==> src/rtl/vecarb_pkg.sv <==
// Package with constants and types for the valve external command arbiter
package vecarb_pkg;
  localparam int unsigned CLK_HZ = 25_000_000;
  localparam int unsigned DEBOUNCE_US = 2000;
  localparam int unsigned DEBOUNCE_CYC = (CLK_HZ / 1_000_000) * DEBOUNCE_US;
  localparam int unsigned SS_LOW_MS = 50;
  localparam int unsigned SS_LOW_CYC = (CLK_HZ / 1000) * SS_LOW_MS;
  localparam int unsigned SS_HIGH_MS = 250;
  localparam int unsigned SS_HIGH_CYC = (CLK_HZ / 1000) * SS_HIGH_MS;
  localparam int unsigned CNT_W = 24;
  localparam int unsigned NCMD = 6;
  // Command bit positions after synchronising
  localparam int unsigned B_OPEN = 0;
  localparam int unsigned B_CLOSE = 1;
  localparam int unsigned B_STOP = 2;
  localparam int unsigned B_SOFT = 3;
  localparam int unsigned B_POS = 4;
  localparam int unsigned B_LOWR = 5;
  localparam logic [5:0] CMD_IDLE = 6'h00;

  typedef enum logic [2:0]
  {
    VECARB_AUTO = 3'b000,
    VECARB_OPEN = 3'b001,
    VECARB_CLOSE = 3'b010,
    VECARB_HOLD = 3'b011,
    VECARB_SOFT = 3'b100,
    VECARB_POS = 3'b101
  } vecarb_mode_t;
endpackage

==> src/rtl/vecarb_top.sv <==
// Command arbiter for the active-low external valve command lines
`timescale 1ns/10ps
module vecarb_top
  #(
    parameter int unsigned DEBOUNCE_CYCLES = vecarb_pkg::DEBOUNCE_CYC,
    parameter int unsigned SS_LOW_CYCLES = vecarb_pkg::SS_LOW_CYC,
    parameter int unsigned SS_HIGH_CYCLES = vecarb_pkg::SS_HIGH_CYC
  )
  (
    input wire logic clk,
    input wire logic sys_rst,
    input wire logic open_cmd_n,
    input wire logic close_cmd_n,
    input wire logic stop_cmd_n,
    input wire logic softstart_cmd_n,
    input wire logic position_target_mode_n,
    input wire logic low_range_cmd_n,
    input wire logic remote_mode_sel,
    input wire logic input_range_selector,
    input wire logic error_positive,
    input wire logic at_open_limit,
    input wire logic at_close_limit,
    output logic [2:0] mode,
    output logic drive_open,
    output logic drive_close,
    output logic valve_hold,
    output logic reduced_speed,
    output logic manual_mode,
    output logic position_target_mode,
    output logic full_scale_1v
  );

  // --------------------------------------------------------------
  // State
  // --------------------------------------------------------------
  typedef struct packed {
    logic [5:0] s1;
    logic [5:0] s2;
    logic [3:0] q1;
    logic [3:0] q2;
    logic [5:0] deb;
    logic [5:0][vecarb_pkg::CNT_W-1:0] dcnt;
    logic [vecarb_pkg::CNT_W-1:0] hi_cnt;
    logic [vecarb_pkg::CNT_W-1:0] lo_cnt;
    logic armed;
    logic err_prev;
    vecarb_pkg::vecarb_mode_t mode;
    logic drv_open;
    logic drv_close;
    logic hold;
    logic slow;
    logic manual;
    logic pos;
    logic lowr;
  } vecarb_state_t;

  vecarb_state_t st_r;
  vecarb_state_t st_nxt;

  function automatic logic [vecarb_pkg::CNT_W-1:0] sat_inc(input logic [vecarb_pkg::CNT_W-1:0] v);
    sat_inc = (&v) ? v : v + 1'b1;
  endfunction

  logic [5:0] raw;
  assign raw = ~{low_range_cmd_n, position_target_mode_n, softstart_cmd_n,
                 stop_cmd_n, close_cmd_n, open_cmd_n};

  // --------------------------------------------------------------
  // Next state
  // --------------------------------------------------------------
  always_comb
  begin
    logic enable;
    logic [5:0] c;
    logic o;
    logic cl;
    logic sp;
    logic man;
    logic stopped;
    logic ss_exit;
    enable = 1'b0;
    c = '0;
    o = 1'b0;
    cl = 1'b0;
    sp = 1'b0;
    man = 1'b0;
    stopped = 1'b0;
    ss_exit = 1'b0;
    st_nxt = st_r;
    st_nxt.s1 = raw;
    st_nxt.s2 = st_r.s1;
    st_nxt.q1 = {error_positive, input_range_selector, remote_mode_sel, 1'b0};
    st_nxt.q2 = st_r.q1;
    // Debounce: a line must stay steady the full window before it counts
    for (int i = 0; i < vecarb_pkg::NCMD; i++)
    begin
      if (st_r.s2[i] == st_r.deb[i])
      begin
        st_nxt.dcnt[i] = '0;
      end
      else if (st_r.dcnt[i] >= vecarb_pkg::CNT_W'(DEBOUNCE_CYCLES - 1))
      begin
        st_nxt.dcnt[i] = '0;
        st_nxt.deb[i] = st_r.s2[i];
      end
      else
      begin
        st_nxt.dcnt[i] = st_r.dcnt[i] + 1'b1;
      end
    end
    enable = st_r.q2[1] && !st_r.q2[2];
    c = enable ? st_r.deb : vecarb_pkg::CMD_IDLE;
    o = c[vecarb_pkg::B_OPEN];
    cl = c[vecarb_pkg::B_CLOSE];
    sp = c[vecarb_pkg::B_STOP];
    man = o | cl | sp;
    stopped = sp | (o & cl);
    st_nxt.err_prev = st_r.q2[3];
    ss_exit = (st_r.q2[3] != st_r.err_prev) || man;
    // Re-arm timing on the softstart line
    if (c[vecarb_pkg::B_SOFT])
    begin
      st_nxt.lo_cnt = sat_inc(st_r.lo_cnt);
      st_nxt.hi_cnt = '0;
    end
    else
    begin
      st_nxt.hi_cnt = sat_inc(st_r.hi_cnt);
      if (st_r.lo_cnt >= vecarb_pkg::CNT_W'(SS_LOW_CYCLES) || st_r.hi_cnt >= vecarb_pkg::CNT_W'(SS_HIGH_CYCLES))
      begin
        st_nxt.armed = st_r.hi_cnt >= vecarb_pkg::CNT_W'(SS_HIGH_CYCLES) || st_r.armed;
      end
      st_nxt.lo_cnt = '0;
    end
    // Mode arbitration
    if (stopped)
    begin
      st_nxt.mode = vecarb_pkg::VECARB_HOLD;
    end
    else if (o)
    begin
      st_nxt.mode = vecarb_pkg::VECARB_OPEN;
    end
    else if (cl)
    begin
      st_nxt.mode = vecarb_pkg::VECARB_CLOSE;
    end
    else if (st_r.mode == vecarb_pkg::VECARB_SOFT && !ss_exit)
    begin
      st_nxt.mode = vecarb_pkg::VECARB_SOFT;
    end
    else if (c[vecarb_pkg::B_SOFT] && st_r.armed && !st_r.manual && st_r.lo_cnt >= vecarb_pkg::CNT_W'(SS_LOW_CYCLES))
    begin
      st_nxt.mode = vecarb_pkg::VECARB_SOFT;
      st_nxt.armed = 1'b0;
    end
    else if (c[vecarb_pkg::B_POS])
    begin
      st_nxt.mode = vecarb_pkg::VECARB_POS;
    end
    else
    begin
      st_nxt.mode = vecarb_pkg::VECARB_AUTO;
    end
    st_nxt.manual = man;
    st_nxt.drv_open = (st_nxt.mode == vecarb_pkg::VECARB_OPEN) && !at_open_limit;
    st_nxt.drv_close = (st_nxt.mode == vecarb_pkg::VECARB_CLOSE) && !at_close_limit;
    st_nxt.hold = st_nxt.mode == vecarb_pkg::VECARB_HOLD
                  || (st_nxt.mode == vecarb_pkg::VECARB_OPEN && at_open_limit)
                  || (st_nxt.mode == vecarb_pkg::VECARB_CLOSE && at_close_limit);
    st_nxt.slow = st_nxt.mode == vecarb_pkg::VECARB_SOFT;
    // Position target: 0 % set point is open, 100 % is closed, in the analog path
    st_nxt.pos = st_nxt.mode == vecarb_pkg::VECARB_POS;
    st_nxt.lowr = c[vecarb_pkg::B_LOWR];
  end

  always_ff @(posedge clk)
  begin
    if (sys_rst)
    begin
      st_r <= '0;
    end
    else
    begin
      st_r <= st_nxt;
    end
  end

  assign mode = st_r.mode;
  assign drive_open = st_r.drv_open;
  assign drive_close = st_r.drv_close;
  assign valve_hold = st_r.hold;
  assign reduced_speed = st_r.slow;
  assign manual_mode = st_r.manual;
  assign position_target_mode = st_r.pos;
  assign full_scale_1v = st_r.lowr;

  // --------------------------------------------------------------
  // Checks
  // --------------------------------------------------------------
  a_not_remote_auto: assert property (@(posedge clk) disable iff (sys_rst)
    (!st_r.q2[1] && mode != vecarb_pkg::VECARB_SOFT) |=> (mode == vecarb_pkg::VECARB_AUTO && !manual_mode))
    else $error("commands acted on outside remote");
  a_range1v_ignore: assert property (@(posedge clk) disable iff (sys_rst)
    st_r.q2[2] |=> !full_scale_1v && !manual_mode)
    else $error("commands acted on with 1 V range selector");
  a_stop_holds: assert property (@(posedge clk) disable iff (sys_rst)
    (st_r.q2[1] && !st_r.q2[2] && st_r.deb[vecarb_pkg::B_STOP]) |=> valve_hold && !reduced_speed)
    else $error("stop did not hold valve");
  a_open_limit: assert property (@(posedge clk) disable iff (sys_rst)
    drive_open |-> !$past(at_open_limit))
    else $error("opening past open limit");
  a_close_drive: assert property (@(posedge clk) disable iff (sys_rst)
    drive_close |-> mode == 3'b010 && !valve_hold)
    else $error("close drive inconsistent");
  a_manual_flag: assert property (@(posedge clk) disable iff (sys_rst)
    manual_mode |-> (mode == 3'b001 || mode == 3'b010 || mode == 3'b011))
    else $error("manual flag without manual mode");
  a_soft_excl: assert property (@(posedge clk) disable iff (sys_rst)
    $rose(reduced_speed) |-> !$past(manual_mode))
    else $error("softstart entered under a command");
  a_pos_mode: assert property (@(posedge clk) disable iff (sys_rst)
    position_target_mode |-> !manual_mode)
    else $error("position mode during manual command");
endmodule

==> config.mk <==
export PLATFORM = sky130hd
export DESIGN_NAME = vecarb_top
export DESIGN_NICKNAME = d
export VERILOG_FILES = /design/src/rtl/vecarb_pkg.sv /design/src/rtl/vecarb_top.sv
export SDC_FILE = /design/constraint.sdc
export NUM_CORES = 1
export LEC_CHECK = 0
export BUFFER_PORTS_ARGS = -buffer_cell sky130_fd_sc_hd__buf_2
export CORE_AREA = 2 2 92 161
export CTS_BUF_LIST = sky130_fd_sc_hd__clkbuf_4 sky130_fd_sc_hd__clkbuf_8 sky130_fd_sc_hd__clkbuf_16
export CTS_CLUSTER_SIZE = 40
export DETAILED_ROUTE_END_ITERATION = 10
export DIE_AREA = 0 0 94 163
export GPL_TIMING_DRIVEN = 0
export PLACE_DENSITY = 0.77
export SYNTH_ARGS = -nofsm -noshare
export SYNTH_HDL_FRONTEND = slang
export SYNTH_SLANG_ARGS = --single-unit
==> constraint.sdc <==
create_clock -name clk -period 4.4 [get_ports clk]
set_input_delay 0.88 -clock clk [delete_from_list [all_inputs] [get_ports clk]]
set_output_delay 0.88 -clock clk [all_outputs]
set_load 0.005 [all_outputs]
## Yosys cells after proc, flatten, opt, wreduce, memory -nomap -nowiden

Index checks and enable logic that the tools add are counted.

- Add/subtract/negate cells: 8
- Order comparisons: 8
- Equal/unequal tests: 13
- Multiplexer cells: 14
- Bitwise operators: 13
- Reduce and logical (&&, ||, !) cells: 36

Operators by type and width:

| kind | count |
|---|---|
| adder 24 x 1 -> 24 bit, second input constant | 8 |
| greater-or-equal comparator 24 x 16 -> 1 bit, second input constant | 6 |
| AND reduction 24 bit | 2 |
| greater-or-equal comparator 24 x 21 -> 1 bit, second input constant | 1 |
| greater-or-equal comparator 24 x 23 -> 1 bit, second input constant | 1 |
| 2-to-1 mux 3 bit | 6 |
| OR reduction 3 bit | 6 |
| AND reduction 2 bit | 6 |
| == test 3 bit, second input constant | 3 |
| logical AND 1 bit | 9 |
| inverter 1 bit | 8 |
| 2-to-1 mux 1 bit | 7 |
| == test 1 bit | 6 |
| == test 3 x 2 -> 1 bit, second input constant | 2 |
| 2-to-1 mux 6 bit | 1 |
| inverter 6 bit | 1 |
| OR reduction 2 bit | 3 |
| zero test 1 bit | 5 |
| logical OR 1 bit | 5 |
| == test 3 x 1 -> 1 bit, second input constant | 1 |
| OR 1 bit | 3 |
| AND 1 bit | 1 |
| inequality test 1 bit | 1 |

- Register bits: 230
- Input port bits: 13
- Output and inout bits: 10
- Word-level logic and storage cells: 121

## Depth between registers and ports, before layout

- Word-level depth: 16
- Depth in mapped cells: 8
- Gate-level depth less buffers: 6

## Worst setup path before layout

OpenSTA, ideal clock, no wires.

- Kind: input to register
- From: input sys_rst
- To: register st_r[31] (netlist name)
- Library setup time: 59 ps
- Arrival: 1885 ps
- Required time: 4341 ps
- Setup slack: 2456 ps
- Cell stages on the path: 4
- Path buffers: 1
- Cell sequence: or2_2 -> buf_2 -> or4_1 -> nand2_1

- Longest elaborated chain between the ends: 1

Ends and longest elaborated chain:

| element | RTL line | source |
|---|---|---|
| start: declaration | vecarb_top.sv:11 | `input wire logic sys_rst,` |
| OR reduction 2 bit (no line) | -- |  |
| end signal: assignment | vecarb_top.sv:185 | `st_r <= st_nxt;` |
| end: declaration | vecarb_top.sv:57 | `vecarb_state_t st_r;` |

Every way passes these cells.
A chain may end at the register's enable or synchronous reset.

## Final worst setup path

- From: register st_r[156] (netlist name)
- To: register st_r[166] (netlist name)

- Longest elaborated chain between the ends: 2
- Elaborated cells on any way between the ends: 3
- Those cells by class: add/sub (1); order compare (1); reduce/logical (1)

Ends and longest elaborated chain:

| element | RTL line | source |
|---|---|---|
| greater-or-equal comparator 24 x 16 -> 1 bit | vecarb_top.sv:101 | `else if (st_r.dcnt[i] >= vecarb_pkg::CNT_W'(DEBOUNCE_CYCLES - 1))` |
| OR reduction 3 bit (no line) | -- |  |

Several ways; a longest one is shown, not always the timed one.

==> summary.md <==
| Metric | Value |
|---|---|
| CP startpoint kind | `register` |
| Global placement routability congestion | `0.832` |
| IR drop worst, VDD | `~0.00038 V` |
| Routed wire per std cell | `13.7 um` |
| TNS Setup | `0 ns` |
| Async S/R FF share, synth | `0%` |
| Syn-to-layout area delta | `13.0%` |
| Antenna Violating Nets Remaining | `0` |
| Max Clk Rate | `between 0.4 and 0.5 GHz` |
| Hold WC Path Type | `reg2reg` |
| Grt ovf | `0` |
| Final min period | `between 2 and 2.5 ns` |
| Mean Syn Cell Area | `9.37 um^2` |
| Via count | `between 6,000 and 7,000` |
| Vias in the first global route | `between 6,000 and 7,000` |
| Hold buffers post-CTS | `0` |
| Final Instance Area | `10,200 um^2` |
| Global-route wire length before repair | `29,200 um` |
| Setup bufs post-CTS | `0` |
| Worst path bufs/invs | `1` |
| Clk Latency, worst-skew pair | `0.49 ns` |
| Ports | `23` |
| Initial antenna violation count | `0` |
| Final nets | `1,074` |
| H-tree depth | `1` |
| Final Hold Fails | `0` |
| Num CTS Buffers | `21` |
| Largest delay share family, worst path | `compound AO/OA/AOI/OAI gates` |
| Detail Placement HPWL | `about 12,000 um` |
| Slew @ Worst Pin | `0.707 ns` |
| CP endpoint kind | `register` |
| Max clock buf depth | `3` |
| Max-cap violation count | `0` |
| Root Buffer | `clkbuf_16` |
| Height of the die | `163 um` |
| Final setup viols | `0` |
| Pwr dens | `382 nW/um^2` |
| Residual DRC count | `0` |
| Crit-path slowest cell | `a311o_1` |
| Number of detailed-routing iterations run before antenna repair | `4` |
| ANT cells | `0` |
| Synth Flop Type | `dfxtp_1` |
| Initial Utilization | `roughly 64%` |
| Slowest stage delay, CP | `0.48 ns` |
| Post-CTS resize count | `0` |
| Rel. slew slack | `52.5%` |
| #FFs+latches synth | `228` |
| Cell Area, Placed | `9500 um^2` |
| Post-Syn Area | `8990 um^2` |
| RSZ-0062 raised after global routing | `no` |
| Worst Clk Skew | `0.0110 ns` |
| Crit Path Class | `reg2reg` |
| CP Max Fanout | `10` |
| Status | `finished clean` |
| Distinct cells, synth | `between 50 and 60` |
| DRT Wirelength | `17,000 um` |
| Full die area | `15,300 um^2` |
| Initial DRC Count | `242` |
| CP arrival | `about 2.6 ns` |
| TritonCTS clock tree | `yes` |
| Period utilization | `48.6%` |
| CP Data Required Time | `4.81 ns` |
| Slew Limit Fails | `0` |
| Gr usage total | `22.8%` |
| Leak | `3.62 nW` |
| Clk slew on worst S/H paths | `0.06 ns` |
| Number of synthesized flops with an enable pin | `0` |
| Largest net degree at the start of global routing | `17` |
| Layout cell share with drive strength beyond 1 | `8.35%` |
| Input/output buffers | `22` |
| Most common cell on crit path | `a311o_1` |
| Critical path, cell by cell | `ha_1 -> a311o_1 -> a21oi_1 -> o21ai_1 -> a311o_1 -> buf_2 -> nor2_1` |
| Num Clock Sinks | `228` |
| Yosys warning total | `0` |
| Ratio of routed vias to standard cells | `about 5.4` |
| Register area share after synthesis | `50.8%` |
| Total Power | `3.88 mW` |
| Die width | `94 um` |
| Commonest non-fill, non-tap cell in the layout | `dfxtp_1` |
| Core box area | `14,200 um^2` |
| Core Rows | `58` |
| Synth Instances | `roughly 960` |
| Commonest non-fill, non-tap cells in the layout | `dfxtp_1 (228), nor2_1 (163), xnor2_1 (68), nand2_1 (57), nand3_1 (53)` |
-- area by class of cell --
class	count	area, um^2
Multi-Input combinational cell	730	4370
Clock buffer	27	596
Sequential cell	228	4560
Buffer	27	156
Tap cell	180	225
Timing Repair Buffer	22	110
Clock inverter	11	63.8
Inverter	21	78.8
Fill cell	1150	3990
-- cells by family (layout without fill, tap and decap cells) --
group	Yosys count	count (layout)	share of synthesized area, %
compound gates	107	107	8.28
xor+xnor	109	109	10.6
fa+ha+maj	10	10	1.39
buf+inv	48	108	2.62
flops	228	228	50.8
mux	10	10	1.11
other cells	1	48	0.0417
simple gates	446	446	25.2
-- synth_stat cells (2+ instances only) --
library cell	count	area [um^2]
a211oi_1	6	45.0
a21o_1	2	15.0
a21oi_1	27	135
a311o_1	10	100
a31oi_1	14	87.6
and2_1	3	18.8
and3_1	30	188
and4_1	10	87.6
buf_2	8	40.0
buf_4	6	45.0
buf_6	3	33.8
clkbuf_1	9	33.8
dfxtp_1	228	4560
ha_1	10	125
inv_1	21	78.8
mux2i_1	10	100
nand2_1	57	214
nand2b_1	18	113
nand3_1	53	265
nand4_1	15	93.8
nand4_4	2	42.5
nand4bb_1	2	22.5
nor2_1	163	612
nor2b_1	15	93.8
nor3_1	19	95.1
nor3b_1	2	15.0
nor4_1	26	163
nor4b_1	2	17.5
o2111ai_1	3	26.3
o211ai_1	8	60.1
o21a_1	4	30.0
o21ai_0	12	60.1
o21ai_1	6	30.0
o31ai_1	6	45.0
or3_1	14	87.6
or4_1	8	60.1
xnor2_1	68	596
xor2_1	41	359
-- power by group --
part           switching, mW  internal (mW)  leakage [nW]
logic                 0.0311         0.0208          1.42
registers             0.0146           2.10          1.86
clock network          0.755          0.962         0.333
-- flip-flops by register name (all words and copies together), names as in the netlist --
register	count
drive_close	1
position_target_mode	1
valve_hold	1
drive_open	1
mode	3
st_r	208
st_nxt	10
manual_mode	1
full_scale_1v	1
reduced_speed	1
-- per-layer routing --
metal  wire length [um]  up-vias  track usage (%)
li1                   -     3454                -
met1               6950     3189             24.7
met2               9260       77             44.5
met3                491       24             3.19
met4                308        0             7.11
met5                  0        -                0
-- through the flow --
stage	util, %	hold slack (ns)	worst slack [ns]	instances
after CTS	71.8	0.436	2.27	1246
after detailed placement	67.1	0.428	1.87	1208
after global placement	67.1	0.418	1.88	1208
after floorplan	-	0.413	2.46	1006
after global routing	71.8	0.447	2.18	1246
final	71.8	0.429	2.26	1246
-- final timing paths --
| kind | start | end | slack, ns | cells after the start |
|---|---|---|---|---|
| worst max-delay path | st_r[156]$_SDFF_PP0_ | st_r[166]$_SDFF_PP0_ | 2.26 | 7 |
| worst min-delay path | st_nxt[222]$_SDFF_PP0_ | st_r[222]$_SDFF_PP0_ | 0.43 | 1 |
| worst max register to register | st_r[156]$_SDFF_PP0_ | st_r[166]$_SDFF_PP0_ | 2.26 | 7 |
| worst min register to register | st_nxt[222]$_SDFF_PP0_ | st_r[222]$_SDFF_PP0_ | 0.43 | 1 |
Note: power is estimated with default switching activity, not from simulation.
